[src/include/sscl_pkg.sv]
// package of constants and carrier types for the simultaneous sample channel list sequencer
package sscl_pkg;
   // register offsets (word index == byte address / 4 not used; plain port addresses)
   localparam logic [3:0] SSCL_REG_CTRL = 4'h0;
   localparam logic [3:0] SSCL_REG_DIV = 4'h1;
   localparam logic [3:0] SSCL_REG_LEN = 4'h2;
   localparam logic [3:0] SSCL_REG_LIST = 4'h3;
   localparam logic [3:0] SSCL_REG_STAT = 4'h4;
   localparam logic [3:0] SSCL_REG_CLR = 4'h5;
   localparam logic [3:0] SSCL_REG_IEN = 4'h6;
   localparam logic [3:0] SSCL_REG_GAIN = 4'h7;
   // control field positions
   localparam int SSCL_CTRL_RUN = 0;
   localparam int SSCL_CTRL_EXT = 1;
   // status field positions
   localparam int SSCL_ST_OVERSAMPLE = 0;
   localparam int SSCL_ST_OVERFLOW = 1;
   localparam int SSCL_ST_RECORD = 2;
   localparam int SSCL_ST_W = 3;
   // reset values
   localparam logic [31:0] SSCL_DIV_RST = 32'h0000_0010;
   localparam logic [3:0] SSCL_LEN_RST = 4'h1;
   localparam logic [15:0] SSCL_GAIN_ONE = 16'h0001;
   // clock and rate figures
   localparam int SSCL_CLK_HZ = 20_000_000;
   localparam int SSCL_MAX_RATE4_HZ = 1_250_000;
   localparam int SSCL_MAX_RATE2_HZ = 2_000_000;
   // least divider for the fastest documented internal rate
   localparam int SSCL_MIN_DIV4 = SSCL_CLK_HZ / SSCL_MAX_RATE4_HZ;
   localparam int SSCL_MIN_DIV2 = SSCL_CLK_HZ / SSCL_MAX_RATE2_HZ;
   // slowest rate 0.01118 Hz needs a divider of about 1.79e9, fits 32 bits
   localparam logic [31:0] SSCL_MAX_DIV = 32'h6aa9_5fc0;
   // offset binary full scale codes
   localparam logic [15:0] SSCL_NEG_FS = 16'h0000;
   localparam logic [15:0] SSCL_POS_FS = 16'hffff;

   // one output word of a record
   typedef struct packed {
      logic [15:0] data;
      logic [3:0] entry;
      logic last;
   } sscl_word_t;

   // converter request
   typedef struct packed {
      logic start;
   } sscl_conv_req_t;

   typedef enum logic [1:0] {
      SSCL_IDLE,
      SSCL_WAIT,
      SSCL_EMIT,
      SSCL_HALT
   } sscl_state_t;
endpackage

[src/hdl/sscl_sequencer.sv]
// simultaneous sample channel list sequencer
//
// Design decisions made here: the strobed register port and the register offsets.
`timescale 1ns/1ps
module sscl_sequencer import sscl_pkg::*; #(
   parameter int NUM_AI = 4,
   parameter int AI_W = 18
) (
   // clock and reset
   input wire logic ref_clk,
   input wire logic rst,
   // register port
   input wire logic [3:0] reg_addr,
   input wire logic [31:0] reg_wdata,
   input wire logic reg_wr,
   input wire logic reg_rd,
   output logic [31:0] reg_rdata,
   output logic irq,
   // external sample clock, synchronous input
   input wire logic ext_sample_clk,
   // converters: signed two's complement result, at least 16 bits wide
   output logic conv_start,
   input wire logic conv_busy,
   input wire logic conv_done,
   input wire logic [NUM_AI*AI_W-1:0] conv_result,
   // digital port, counters, decoders
   input wire logic [15:0] din_port,
   input wire logic [31:0] counter0_value,
   input wire logic [31:0] counter1_value,
   input wire logic [95:0] decoder_value,
   // record output stream toward the holding queue
   output sscl_word_t rec_word,
   output logic rec_valid,
   input wire logic queue_full
);
   localparam int DIN_CH = NUM_AI;
   localparam int CNT_BASE = NUM_AI + 1;
   localparam int DEC_BASE = NUM_AI + 5;
   localparam int MAX_LEN = NUM_AI + 11;
   localparam logic [31:0] MIN_DIV = 32'((NUM_AI == 4) ? SSCL_MIN_DIV4 : SSCL_MIN_DIV2);

   initial begin
      if (NUM_AI != 4 && NUM_AI != 2) begin
         $error("NUM_AI must be 2 or 4");
      end
      if (AI_W < 16) begin
         $error("AI_W must be at least 16");
      end
      if (AI_W > 32) begin
         $error("AI_W must be at most 32");
      end
      if (DEC_BASE + 6 != MAX_LEN) begin
         $error("decoder entries must end the map");
      end
      if (MAX_LEN > 15) begin
         $error("list longer than fifteen slots");
      end
   end

   // configuration registers
   logic run_q;
   logic ext_sel_q;
   logic [31:0] div_q;
   logic [3:0] len_q;
   logic [3:0] list_q [0:14];
   logic [SSCL_ST_W-1:0] stat_q;
   logic [SSCL_ST_W-1:0] ien_q;

   // capture state
   sscl_state_t state_q;
   logic [15:0] snap_q [0:14];
   logic [3:0] idx_q;
   logic [31:0] tick_cnt_q;
   logic ext_prev_q;
   logic sample_tick;
   logic ev_oversample;
   logic ev_overflow;
   logic ev_record;

   // next values and shared strobes
   logic [31:0] div_d;
   logic [3:0] len_d;
   logic [31:0] rdata_d;
   logic [3:0] last_idx;
   logic [SSCL_ST_W-1:0] ev_vec;
   logic [SSCL_ST_W-1:0] clr_vec;
   logic int_tick;
   logic ext_fall;
   logic snap_take;
   logic entry_known;
   logic list_wr;

   // divider clamp so the internal rate stays in range
   always_comb begin
      if (reg_wdata < MIN_DIV) begin
         div_d = MIN_DIV;
      end else if (reg_wdata > SSCL_MAX_DIV) begin
         div_d = SSCL_MAX_DIV;
      end else begin
         div_d = reg_wdata;
      end
   end

   // length clamp; zero would leave a record with no last word
   always_comb begin
      if (reg_wdata[3:0] == 4'h0) begin
         len_d = 4'h1;
      end else if (32'(reg_wdata[3:0]) > MAX_LEN) begin
         len_d = 4'(MAX_LEN);
      end else begin
         len_d = reg_wdata[3:0];
      end
   end

   // run and source select; an error stops acquisition until software restarts it
   always_ff @(posedge ref_clk) begin
      if (rst) begin
         run_q <= 1'b0;
         ext_sel_q <= 1'b0;
      end else begin
         if (reg_wr && reg_addr == SSCL_REG_CTRL) begin
            run_q <= reg_wdata[SSCL_CTRL_RUN];
            ext_sel_q <= reg_wdata[SSCL_CTRL_EXT];
         end
         if (ev_oversample || ev_overflow) begin
            run_q <= 1'b0;
         end
      end
   end

   // remaining host writes
   always_ff @(posedge ref_clk) begin
      if (rst) begin
         div_q <= SSCL_DIV_RST;
         len_q <= SSCL_LEN_RST;
         ien_q <= '0;
      end else if (reg_wr) begin
         case (reg_addr)
            SSCL_REG_DIV: begin
               div_q <= div_d;
            end
            SSCL_REG_LEN: begin
               len_q <= len_d;
            end
            SSCL_REG_IEN: begin
               ien_q <= reg_wdata[SSCL_ST_W-1:0];
            end
            default: begin
            end
         endcase
      end
   end

   // slot 15 does not exist, so its writes are dropped
   assign list_wr = reg_wr && reg_addr == SSCL_REG_LIST && reg_wdata[7:4] < 4'hf;

   // list write: word bits [7:4] pick slot, [3:0] the entry number
   always_ff @(posedge ref_clk) begin
      if (rst) begin
         for (int i = 0; i < 15; i++) begin
            list_q[i] <= 4'h0;
         end
      end else if (list_wr) begin
         list_q[reg_wdata[7:4]] <= reg_wdata[3:0];
      end
   end

   // internal divider makes a one-cycle enable; external takes falling edges
   always_ff @(posedge ref_clk) begin
      if (rst) begin
         tick_cnt_q <= '0;
         ext_prev_q <= 1'b0;
      end else begin
         ext_prev_q <= ext_sample_clk;
         if (!run_q || ext_sel_q || tick_cnt_q >= div_q - 32'h1) begin
            tick_cnt_q <= '0;
         end else begin
            tick_cnt_q <= tick_cnt_q + 32'h1;
         end
      end
   end

   // one pulse per sample, either source, no rate change for external
   assign int_tick = (tick_cnt_q >= div_q - 32'h1);
   assign ext_fall = ext_prev_q && !ext_sample_clk;
   // reset value of the edge flop matches the idle low pin, so no false edge
   assign sample_tick = run_q && (ext_sel_q ? ext_fall : int_tick);

   // saturate a signed result to offset binary 16 bits
   function automatic logic [15:0] to_offset_bin(input logic [AI_W-1:0] v);
      logic signed [AI_W-1:0] s;
      s = $signed(v);
      if (s > $signed(AI_W'(32767))) begin
         to_offset_bin = SSCL_POS_FS;
      end else if (s < -$signed(AI_W'(32768))) begin
         to_offset_bin = SSCL_NEG_FS;
      end else begin
         to_offset_bin = {~v[15], v[14:0]};
      end
   endfunction

   // tick while converting or emitting is an over-sample
   assign ev_oversample = sample_tick && (state_q != SSCL_IDLE || conv_busy);
   assign ev_overflow = rec_valid && queue_full;
   assign ev_record = rec_valid && rec_word.last && !queue_full;

   // sequencer: snapshot all sources on the tick, then emit in list order
   always_ff @(posedge ref_clk) begin
      if (rst) begin
         state_q <= SSCL_IDLE;
         idx_q <= 4'h0;
         for (int i = 0; i < 15; i++) begin
            snap_q[i] <= 16'h0000;
         end
      end else begin
         case (state_q)
            SSCL_IDLE: begin
               if (snap_take) begin
                  // digital, counters and decoders latched on the same tick
                  snap_q[DIN_CH] <= din_port;
                  snap_q[CNT_BASE] <= counter0_value[15:0];
                  snap_q[CNT_BASE+1] <= counter0_value[31:16];
                  snap_q[CNT_BASE+2] <= counter1_value[15:0];
                  snap_q[CNT_BASE+3] <= counter1_value[31:16];
                  for (int d = 0; d < 6; d++) begin
                     snap_q[DEC_BASE+d] <= decoder_value[16*d +: 16];
                  end
                  state_q <= SSCL_WAIT;
               end
            end
            SSCL_WAIT: begin
               // all analog results arrive together on one done pulse
               if (conv_done) begin
                  for (int a = 0; a < NUM_AI; a++) begin
                     snap_q[a] <= to_offset_bin(conv_result[a*AI_W +: AI_W]);
                  end
                  idx_q <= 4'h0;
                  state_q <= SSCL_EMIT;
               end
            end
            SSCL_EMIT: begin
               // a full queue loses the standing word, so stop at once
               if (queue_full) begin
                  state_q <= SSCL_HALT;
               end else if (idx_q == last_idx) begin
                  state_q <= SSCL_IDLE;
               end else begin
                  idx_q <= idx_q + 4'h1;
               end
            end
            SSCL_HALT: begin
               // only a fresh run bit from software leaves the error state
               if (run_q) begin
                  state_q <= SSCL_IDLE;
               end
            end
            default: begin
               state_q <= SSCL_IDLE;
            end
         endcase
         if (ev_oversample) begin
            state_q <= SSCL_HALT;
         end
      end
   end

   // one strobe both starts the converters and freezes the other sources
   assign snap_take = (state_q == SSCL_IDLE) && sample_tick && !conv_busy;
   // converters start together, one strobe for all channels
   assign conv_start = snap_take;

   // list position of the final word of a record
   assign last_idx = len_q - 4'h1;
   // entries past the map have no source and read zero
   assign entry_known = (32'(list_q[idx_q]) < MAX_LEN);

   // record word
   always_comb begin
      rec_valid = (state_q == SSCL_EMIT);
      rec_word.entry = list_q[idx_q];
      rec_word.last = (idx_q == last_idx);
      rec_word.data = entry_known ? snap_q[list_q[idx_q]] : 16'h0000;
   end

   // event and clear vectors in status bit order
   assign ev_vec = {ev_record, ev_overflow, ev_oversample};
   assign clr_vec = (reg_wr && reg_addr == SSCL_REG_CLR) ? reg_wdata[SSCL_ST_W-1:0] : '0;

   // one sticky bit per event, set wins over clear
   for (genvar b = 0; b < SSCL_ST_W; b++) begin : g_sticky
      always_ff @(posedge ref_clk) begin
         if (rst) begin
            stat_q[b] <= 1'b0;
         end else if (ev_vec[b]) begin
            stat_q[b] <= 1'b1;
         end else if (clr_vec[b]) begin
            stat_q[b] <= 1'b0;
         end
      end
   end

   assign irq = |(stat_q & ien_q);

   // read mux; write-only and unmapped offsets read zero
   always_comb begin
      rdata_d = 32'h0;
      case (reg_addr)
         SSCL_REG_CTRL: rdata_d = {30'h0, ext_sel_q, run_q};
         SSCL_REG_DIV: rdata_d = div_q;
         SSCL_REG_LEN: rdata_d = {28'h0, len_q};
         SSCL_REG_STAT: rdata_d = {29'h0, stat_q};
         SSCL_REG_IEN: rdata_d = {29'h0, ien_q};
         SSCL_REG_GAIN: rdata_d = {16'h0, SSCL_GAIN_ONE};
         default: rdata_d = 32'h0;
      endcase
   end

   // read data one cycle after the strobe, zero otherwise
   always_ff @(posedge ref_clk) begin
      if (rst || !reg_rd) begin
         reg_rdata <= '0;
      end else begin
         reg_rdata <= rdata_d;
      end
   end
endmodule

[config.mk]
export PLATFORM = sky130hd
export DESIGN_NAME = sscl_sequencer
export DESIGN_NICKNAME = d
export VERILOG_FILES = /design/src/include/sscl_pkg.sv /design/src/hdl/sscl_sequencer.sv
export SDC_FILE = /design/constraint.sdc
export NUM_CORES = 1
export LEC_CHECK = 0
export ABC_AREA = 1
export BUFFER_PORTS_ARGS = -buffer_cell sky130_fd_sc_hd__buf_4
export CAP_MARGIN = 20
export CORE_ASPECT_RATIO = 1.4
export CORE_UTILIZATION = 30
export CTS_BUF_LIST = sky130_fd_sc_hd__clkbuf_16
export DETAILED_ROUTE_END_ITERATION = 8
export PLACE_DENSITY_LB_ADDON = 0.3
export SYNTH_ARGS = -nofsm -noshare
export SYNTH_HDL_FRONTEND = slang
export SYNTH_SLANG_ARGS = --single-unit
[constraint.sdc]
create_clock -name ref_clk -period 16.1 [get_ports ref_clk]
set_clock_uncertainty 0.05 [all_clocks]
set_input_delay 0 -clock ref_clk [delete_from_list [all_inputs] [get_ports ref_clk]]
set_output_delay 0 -clock ref_clk [all_outputs]
set_load 0.05 [all_outputs]
==> flow_metrics.py, run 1 <==
metrics = {
    "timing": {
        "worst_pin_slew_ps": 1070,
        "finalHoldViolCount": 0,
        "report.final.slew_viol_count": 0,
        "finalSetupViolCount": 0,
        "holdWs_ps": 43.3,
        "timing.fmax_mhz": 178,
        "fin_tns_setup_ps": 0,
        "rsz0062_at_grt": "no",
        "min_period_ps": 5630,
        "finalCritPeriodShare": 0.350,
        "relSlewSlack": 0.287,
    },
    "global_routing": {
        "grt_pass1_wl_mm": 112,
        "antenna_found_initial": 14,
        "grt_usage": 0.204,
        "grt_pass1_vias": 19900,
        "grt_overflow": 0,
        "grt_max_degree": 97,
    },
    "setup_path": {
        "critPathMaxFanout": 96,
        "max_stage_delay_ps": 800,
        "cp.buffers_inverters": 7,
        "critPathTopFamily": "buffers and inverters",
        "slowest_stage": "buf_4",
        "worstPathArrival_ps": 5860,
        "crit_path_end_kind": "flop",
        "required_ps": 16330,
        "start_kind": "flop",
        "worstSetupPathType": "reg -> reg",
    },
    "power": {
        "power_frac_clock": 0.350,
        "seqPwrFrac": 0.386,
        "vdd_drop_max_mv": 0.0763,
        "p_int_mw": 2.10,
        "combPwrFrac": 0.264,
        "switching_share": 0.329,
        "p_leak_nw": 13.0,
        "p_sw_mw": 1.03,
        "power.density_nw_per_um2": 107,
    },
    "clock_tree": {
        "root_buffer": "clkbuf_16",
        "clk-insertion-delay-late_ps": 590,
        "cts_tree": "yes",
        "clkSinkCount": 423,
        "cts-buffers-inserted": 46,
        "clk_pin_slew_ps": 60,
        "htreeDepth": 2,
        "cts_max_path_buffers": 3,
        "cts_resized": 0,
    },
    "yosys": {
        "yosysSeqAreaShare": 0.510,
        "synthDistinctLibCells": 47,
        "synth_edf_count": 224,
        "synthFlopType": "edfxtp_1",
        "syn_avg_cell_area_um2": 7.87,
        "yosysWarnings": 0,
        "ys_ff_latch": 423,
        "syn_area_um2": 21000,
        "synthCells": 2667,
        "synth-async-reset-ratio": 0,
    },
    "final_layout": {
        "final_nets": 3619,
        "fin_area_um2": 29200,
        "multi_input_area_um2": 8620,
        "fill_cells": 6955,
        "syn_to_final_growth_pct": 39.2,
        "drive_above_1_share": 0.143,
        "seqCellArea_um2": 10700,
    },
    "floorplanning": {
        "io_pins": 348,
        "start_util": 0.303,
        "die_area_um2": 71100,
        "dieHeight_um": 315,
        "die_x_um": 226,
        "row_count": 114,
        "core_area_um2": 69200,
    },
    "run": {
        "drv_cap": 0,
    },
    "placed_design": {
        "hpwl_mm": 50.8,
        "port_buffers": 347,
        "place_area_um2": 24300,
        "gp_congestion": 0.863,
    },
    "route": {
        "ant_nets": 0,
        "drt_iter0_markers": 1519,
        "drc": 0,
        "wl_per_cell_um": 17.5,
        "wirelength_mm": 74.7,
        "first_pass_iters": 5,
        "via_per_inst": 4.73,
        "vias": 20200,
    },
    "min_path": {
        "min_path_type": "in -> reg",
    },
    "run_status": {
        "status": "completed",
    },
}
==> tightest hold or removal path, stage by stage <==
cell	delay [ps]
buf_4	90
o21bai_1	60
buf_4	200
a21oi_1	180
==> registers in the layout, summed over array words and instances, names as in the netlist, named ones only <==
| name | cells |
|---|---|
| stat_q | 3 |
| list_q | 64 |
| len_q | 4 |
| idx_q | 4 |
| reg_rdata | 32 |
| tick_cnt_q | 32 |
| ien_q | 3 |
| state_q | 2 |
| ext_prev_q | 1 |
| ext_sel_q | 1 |
| div_q | 32 |
| snap_q | 240 |
| run_q | 1 |
==> cell families after synthesis <==
logic type	Yosys count	share of synthesized area
compound gates	232	0.0615
buf+inv	410	0.0807
xor+xnor	49	0.0204
flops	423	0.510
fa+ha+maj	36	0.0215
other cells	1	0.000179
simple gates	1516	0.306
==> per-layer routing <==
layer / vias up / track usage / wire length [um]
met4: 18 / 0.0844 / 2880
met3: 164 / 0.0368 / 4470
met1: 9341 / 0.241 / 29700
met2: 731 / 0.363 / 37500
li1: 9919 / - / -
met5: - / 0 / 112
==> power by group through the flow <==
| stage | Sequential, mW | Clock, mW | Combinational [mW] |
|---|---|---|---|
| final | 1.21 | 1.09 | 0.826 |
| after global routing | 1.21 | 1.16 | 0.894 |
| after CTS | 1.21 | 1.12 | 0.826 |
| after detailed placement | 1.23 | 0 | 0.752 |
| after global placement | 1.23 | 0 | 0.752 |
| after floorplan | 1.23 | 0 | 0.486 |
==> final cells by class <==
| type | count | share of cell area |
|---|---|---|
| flip-flops and latches | 423 | 0.366 |
| repair buffers | 705 | 0.210 |
| well taps | 928 | 0.0397 |
| multi-input cells | 1837 | 0.295 |
| inverters | 278 | 0.0357 |
| diodes | 6 | 0.000514 |
| clock buffers | 48 | 0.0411 |
| clock inverters | 36 | 0.0115 |
==> what timing repair did <==
item                                   4_1_cts  5_1_grt
hold buffers                               337        0
buffers inserted                             0        0
endpoints found under the hold margin      361        0
==> final timing paths <==
check                      startpoint                     endpoint  slack, ps  cells after the start
min                   conv_result[33]  snap_q[1][14]$_SDFFCE_PN0P_         40                      4
max             div_q[0]$_SDFFE_PP0P_   snap_q[8][3]$_SDFFCE_PN0P_      10470                     25
max reg2reg     div_q[0]$_SDFFE_PP0P_   snap_q[8][3]$_SDFFCE_PN0P_      10470                     25
min reg2reg  tick_cnt_q[0]$_SDFF_PP0_     tick_cnt_q[0]$_SDFF_PP0_        420                      1
==> cells in the mapped netlist, drive strengths merged (16+ instances only) <==
| cell type | instances | area (um2) |
|---|---|---|
| nand4 | 18 | 113 |
| nand3b | 16 | 120 |
| inv | 276 | 1040 |
| nor3 | 51 | 270 |
| xor2 | 40 | 350 |
| ha | 36 | 450 |
| o211ai | 21 | 168 |
| dfxtp | 199 | 3980 |
| buf | 80 | 455 |
| nand2 | 754 | 2860 |
| a21oi | 136 | 681 |
| nand3 | 297 | 1490 |
| nor2 | 346 | 1330 |
| o21ai | 49 | 245 |
| clkbuf | 52 | 195 |
| edfxtp | 224 | 6730 |
==> layout by cell type, fill, tap and decap left out, drive strengths merged, types with 2 or more instances in the layout <==
cell,n
o21ai,49
nor2,346
a31oi,2
edfxtp,224
conb,4
buf,368
o221ai,5
dfxtp,199
nor3,51
bufinv,6
or2,12
nor3b,9
nand4,18
nand3b,16
o21a,2
a21oi,136
dlygate4sd3,337
nand2,754
diode,6
clkbuf,48
a221oi,2
ha,36
o211ai,21
inv,292
nor4,13
clkinv,15
o22ai,5
xor2,40
o21bai,5
xnor2,9
nand3,297
==> through the flow <==
stage / util / total power, mW / std cells / setup slack [ps]
3_3_place_gp: 0.351 / 1.98 / 3834 / 10520
6_report: 0.422 / 3.13 / 4261 / 10470
3_5_place_dp: 0.351 / 1.98 / 3834 / 10410
5_1_grt: 0.422 / 3.26 / 4260 / 9800
2_1_floorplan: - / 1.71 / 2670 / 10670
4_1_cts: 0.422 / 3.16 / 4255 / 10390
(Power assumes the default switching activity.)
==> inputs of run 2 (changes only) <==
- ABC_AREA: 1 -> 0
- clock period: 16.1 -> 4.8 ns (I/O delays scaled with it)
==> flow_metrics.py, run 2 <==
metrics = {
    "yosys": {
        "synthCells": 1980,
        "synth_common_cells": "nand2_1, edfxtp_1, dfxtp_1, and2_1, nor2_1",
        "synthDistinctLibCells": 68,
        "yosysTopAreaCell": "edfxtp_1",
        "synth_edf_count": 224,
        "synth-async-reset-ratio": 0,
        "synthFlopType": "edfxtp_1",
        "netlist.area_leader.share": 0.333,
        "syn_area_um2": 20200,
        "yosysSeqAreaShare": 0.531,
        "yosysMostFrequentCell": "nand2_1",
        "netlist_top_cells_area": "edfxtp_1, dfxtp_1, nand2_1",
        "syn_avg_cell_area_um2": 10.2,
        "yosysWarnings": 0,
        "ys_ff_latch": 423,
    },
    "final_layout": {
        "layout_commonest_cell": "nand2_1",
        "top_register": "snap_q",
        "syn_to_final_growth_pct": 42.4,
        "reg.largest.list": "snap_q (240), list_q (64)",
        "drive_above_1_share": 0.208,
        "final_nets": 2953,
        "fin_area_um2": 28700,
        "largest_reg_flops": 240,
        "final_cell_mix": "nand2_1, buf_4, dlygate4sd3_1",
    },
    "floorplanning": {
        "die_area_um2": 68300,
        "start_util": 0.303,
        "core_area_um2": 66600,
        "die_x_um": 221,
        "io_pins": 348,
        "dieHeight_um": 309,
        "row_count": 112,
    },
    "setup_path": {
        "start_kind": "flop",
        "timing.rr.start": "div_q[7]$_SDFFE_PP0P_",
        "reg2reg_depth": 16,
        "r2r_end": "snap_q[8][13]$_SDFFCE_PN0P_",
        "worstPathArrival_ps": 4830,
        "crit_chain": "or4_4 -> or3_4 -> or3_4 -> nor2_4 -> nand2_2 -> nor3b_2 -> xnor2_1 -> ha_1 -> nand4_1 -> or2_4 -> nor3_2 -> o21ai_2 -> a21oi_4 -> buf_4 -> or2_4 -> buf_16",
        "crit_path_end_kind": "flop",
        "slowest_stage": "or4_4",
        "required_ps": 5010,
        "max_stage_delay_ps": 550,
        "worstSetupPathType": "reg -> reg",
        "rrSetupSlack_ps": 180,
        "critPathMaxFanout": 40,
    },
    "clock_tree": {
        "cts_tree": "yes",
        "clkSinkCount": 423,
        "root_buffer": "clkbuf_16",
        "cts-buffers-inserted": 46,
        "clk_pin_slew_ps": 60,
        "htreeDepth": 2,
        "clk-insertion-delay-late_ps": 590,
        "cts_max_path_buffers": 3,
    },
    "placed_design": {
        "port_buffers": 347,
        "place_area_um2": 23800,
        "hpwl_mm": 49.4,
        "gp_congestion": 0.929,
        "preCtsSetupSlack_ps": 76.6,
    },
    "run": {
        "drv_cap": 0,
    },
    "route": {
        "via_per_inst": 4.94,
        "drt_iter0_markers": 1355,
        "wl_per_cell_um": 20.2,
        "wirelength_mm": 71.2,
        "vias": 17400,
        "drc": 0,
        "ant_nets": 0,
        "first_pass_iters": 5,
    },
    "timing": {
        "timing.fmax_mhz": 217,
        "report.final.slew_viol_count": 0,
        "min_period_ps": 4620,
        "finalSetupViolCount": 0,
        "worst_pin_slew_ps": 1080,
        "holdWs_ps": -11.9,
        "fin_ws_ps": 183,
        "relSlewSlack": 0.279,
        "finalHoldViolCount": 1,
        "finalCritPeriodShare": 0.962,
        "rsz0062_at_grt": "no",
        "fin_tns_setup_ps": 0,
    },
    "global_routing": {
        "antenna_found_initial": 4,
        "grt_usage": 0.202,
        "grt_max_degree": 102,
        "grt_pass1_vias": 17800,
        "grt_overflow": 0,
        "grt_pass1_wl_mm": 106,
    },
    "power": {
        "design_power_total_mw": 8.77,
        "vdd_drop_max_mv": 0.257,
        "p_leak_nw": 11.3,
        "power.density_nw_per_um2": 305,
    },
    "min_path": {
        "min_path_type": "in -> reg",
        "hold_depth": 4,
        "min_to": "snap_q[3][6]$_SDFFCE_PN0P_",
        "min_from": "conv_result[69]",
    },
    "run_status": {
        "violations": "hold timing",
        "status": "complete, but fails checks",
    },
}
==> run 2: cell count changes in the layout (fill, tap and decap cells not counted), sizes merged, moves of 29 or more <==
cell	delta
nand2	-351
inv	-266
nor2	-221
nand3	-207
and2	+188
mux2i	+111
a21oi	-93
o21a	+61
buf	+32
nor3	-29
==> run 2: repair_timing <==
item,CTS,global route
hold buffers,308,4
pin swaps,2,2
endpoints found under the setup margin,1,91
resized for setup,4,11
buffers inserted,1,8
gates cloned,1,1
endpoints found under the hold margin,362,5
==> run 2: metrics by stage <==
stage | utilization | cells | hold WS [ps]
after floorplan | - | 1983 | 48.9
after global placement | 0.357 | 3105 | 176
after detailed placement | 0.357 | 3106 | 175
after CTS | 0.429 | 3501 | 48.7
after global routing | 0.432 | 3519 | 11.3
final | 0.432 | 3520 | -11.9
==> run 2: cell type report <==
type,instances,area (um2)
Tap cell,855,1070
Timing Repair Buffer,714,6270
Inverter,19,77.6
Clock buffer,47,1180
Sequential cell,423,10700
Multi-Input combinational cell,1421,8970
Clock inverter,39,460
Fill cell,6242,37800
Antenna cell,2,5.00
==> run 2: worst max-delay path: cells and delay by family, from the launching register on <==
kind	cells	cell delay [ps]
adder cells (fa/ha/maj)	1	290
AND/OR/NAND/NOR	10	2590
XOR/XNOR	1	80
flip-flops	1	360
AO/OA/AOI/OAI	2	400
buffers and inverters	2	430
==> run 2: worst max path at each step <==
stage	startpoint	slack (ps)	endpoint	cells past startpoint
after detailed placement	div_q[7]$_SDFFE_PP0P_	80	snap_q[8][9]$_SDFFCE_PN0P_	15
after floorplan	div_q[6]$_SDFFE_PP0P_	60	snap_q[4][0]$_SDFFCE_PN0P_	15
after CTS	div_q[7]$_SDFFE_PP0P_	70	conv_start	15
final	div_q[7]$_SDFFE_PP0P_	180	snap_q[8][13]$_SDFFCE_PN0P_	16
after global placement	div_q[7]$_SDFFE_PP0P_	120	snap_q[8][13]$_SDFFCE_PN0P_	15
after global routing	div_q[7]$_SDFFE_PP0P_	10	snap_q[8][13]$_SDFFCE_PN0P_	16
==> run 2: power breakdown <==
part | switching [mW] | total, mW | internal [mW]
logic | 0.536 | 1.00 | 0.465
registers | 0.0311 | 3.91 | 3.88
clock network | 1.58 | 3.86 | 2.28
==> run 2: per-layer routing <==
layer  global-route usage  share of wire  vias up  wire length [um]
li1                     -              -     8225                 -
met3               0.0341          0.058      168              4140
met5                    0        0.00045        -                32
met4                0.113          0.056        6              3980
met1                0.234           0.39     8368             28000
met2                0.354           0.49      622             35000
==> run 2: kinds of logic after synthesis <==
family / Yosys count / share of synthesized area
compound gates: 251 / 0.0874
flops: 423 / 0.531
buf+inv: 139 / 0.0301
xor+xnor: 68 / 0.0295
simple gates: 924 / 0.218
other cells: 1 / 0.000186
fa+ha+maj: 36 / 0.0223
mux: 138 / 0.0811
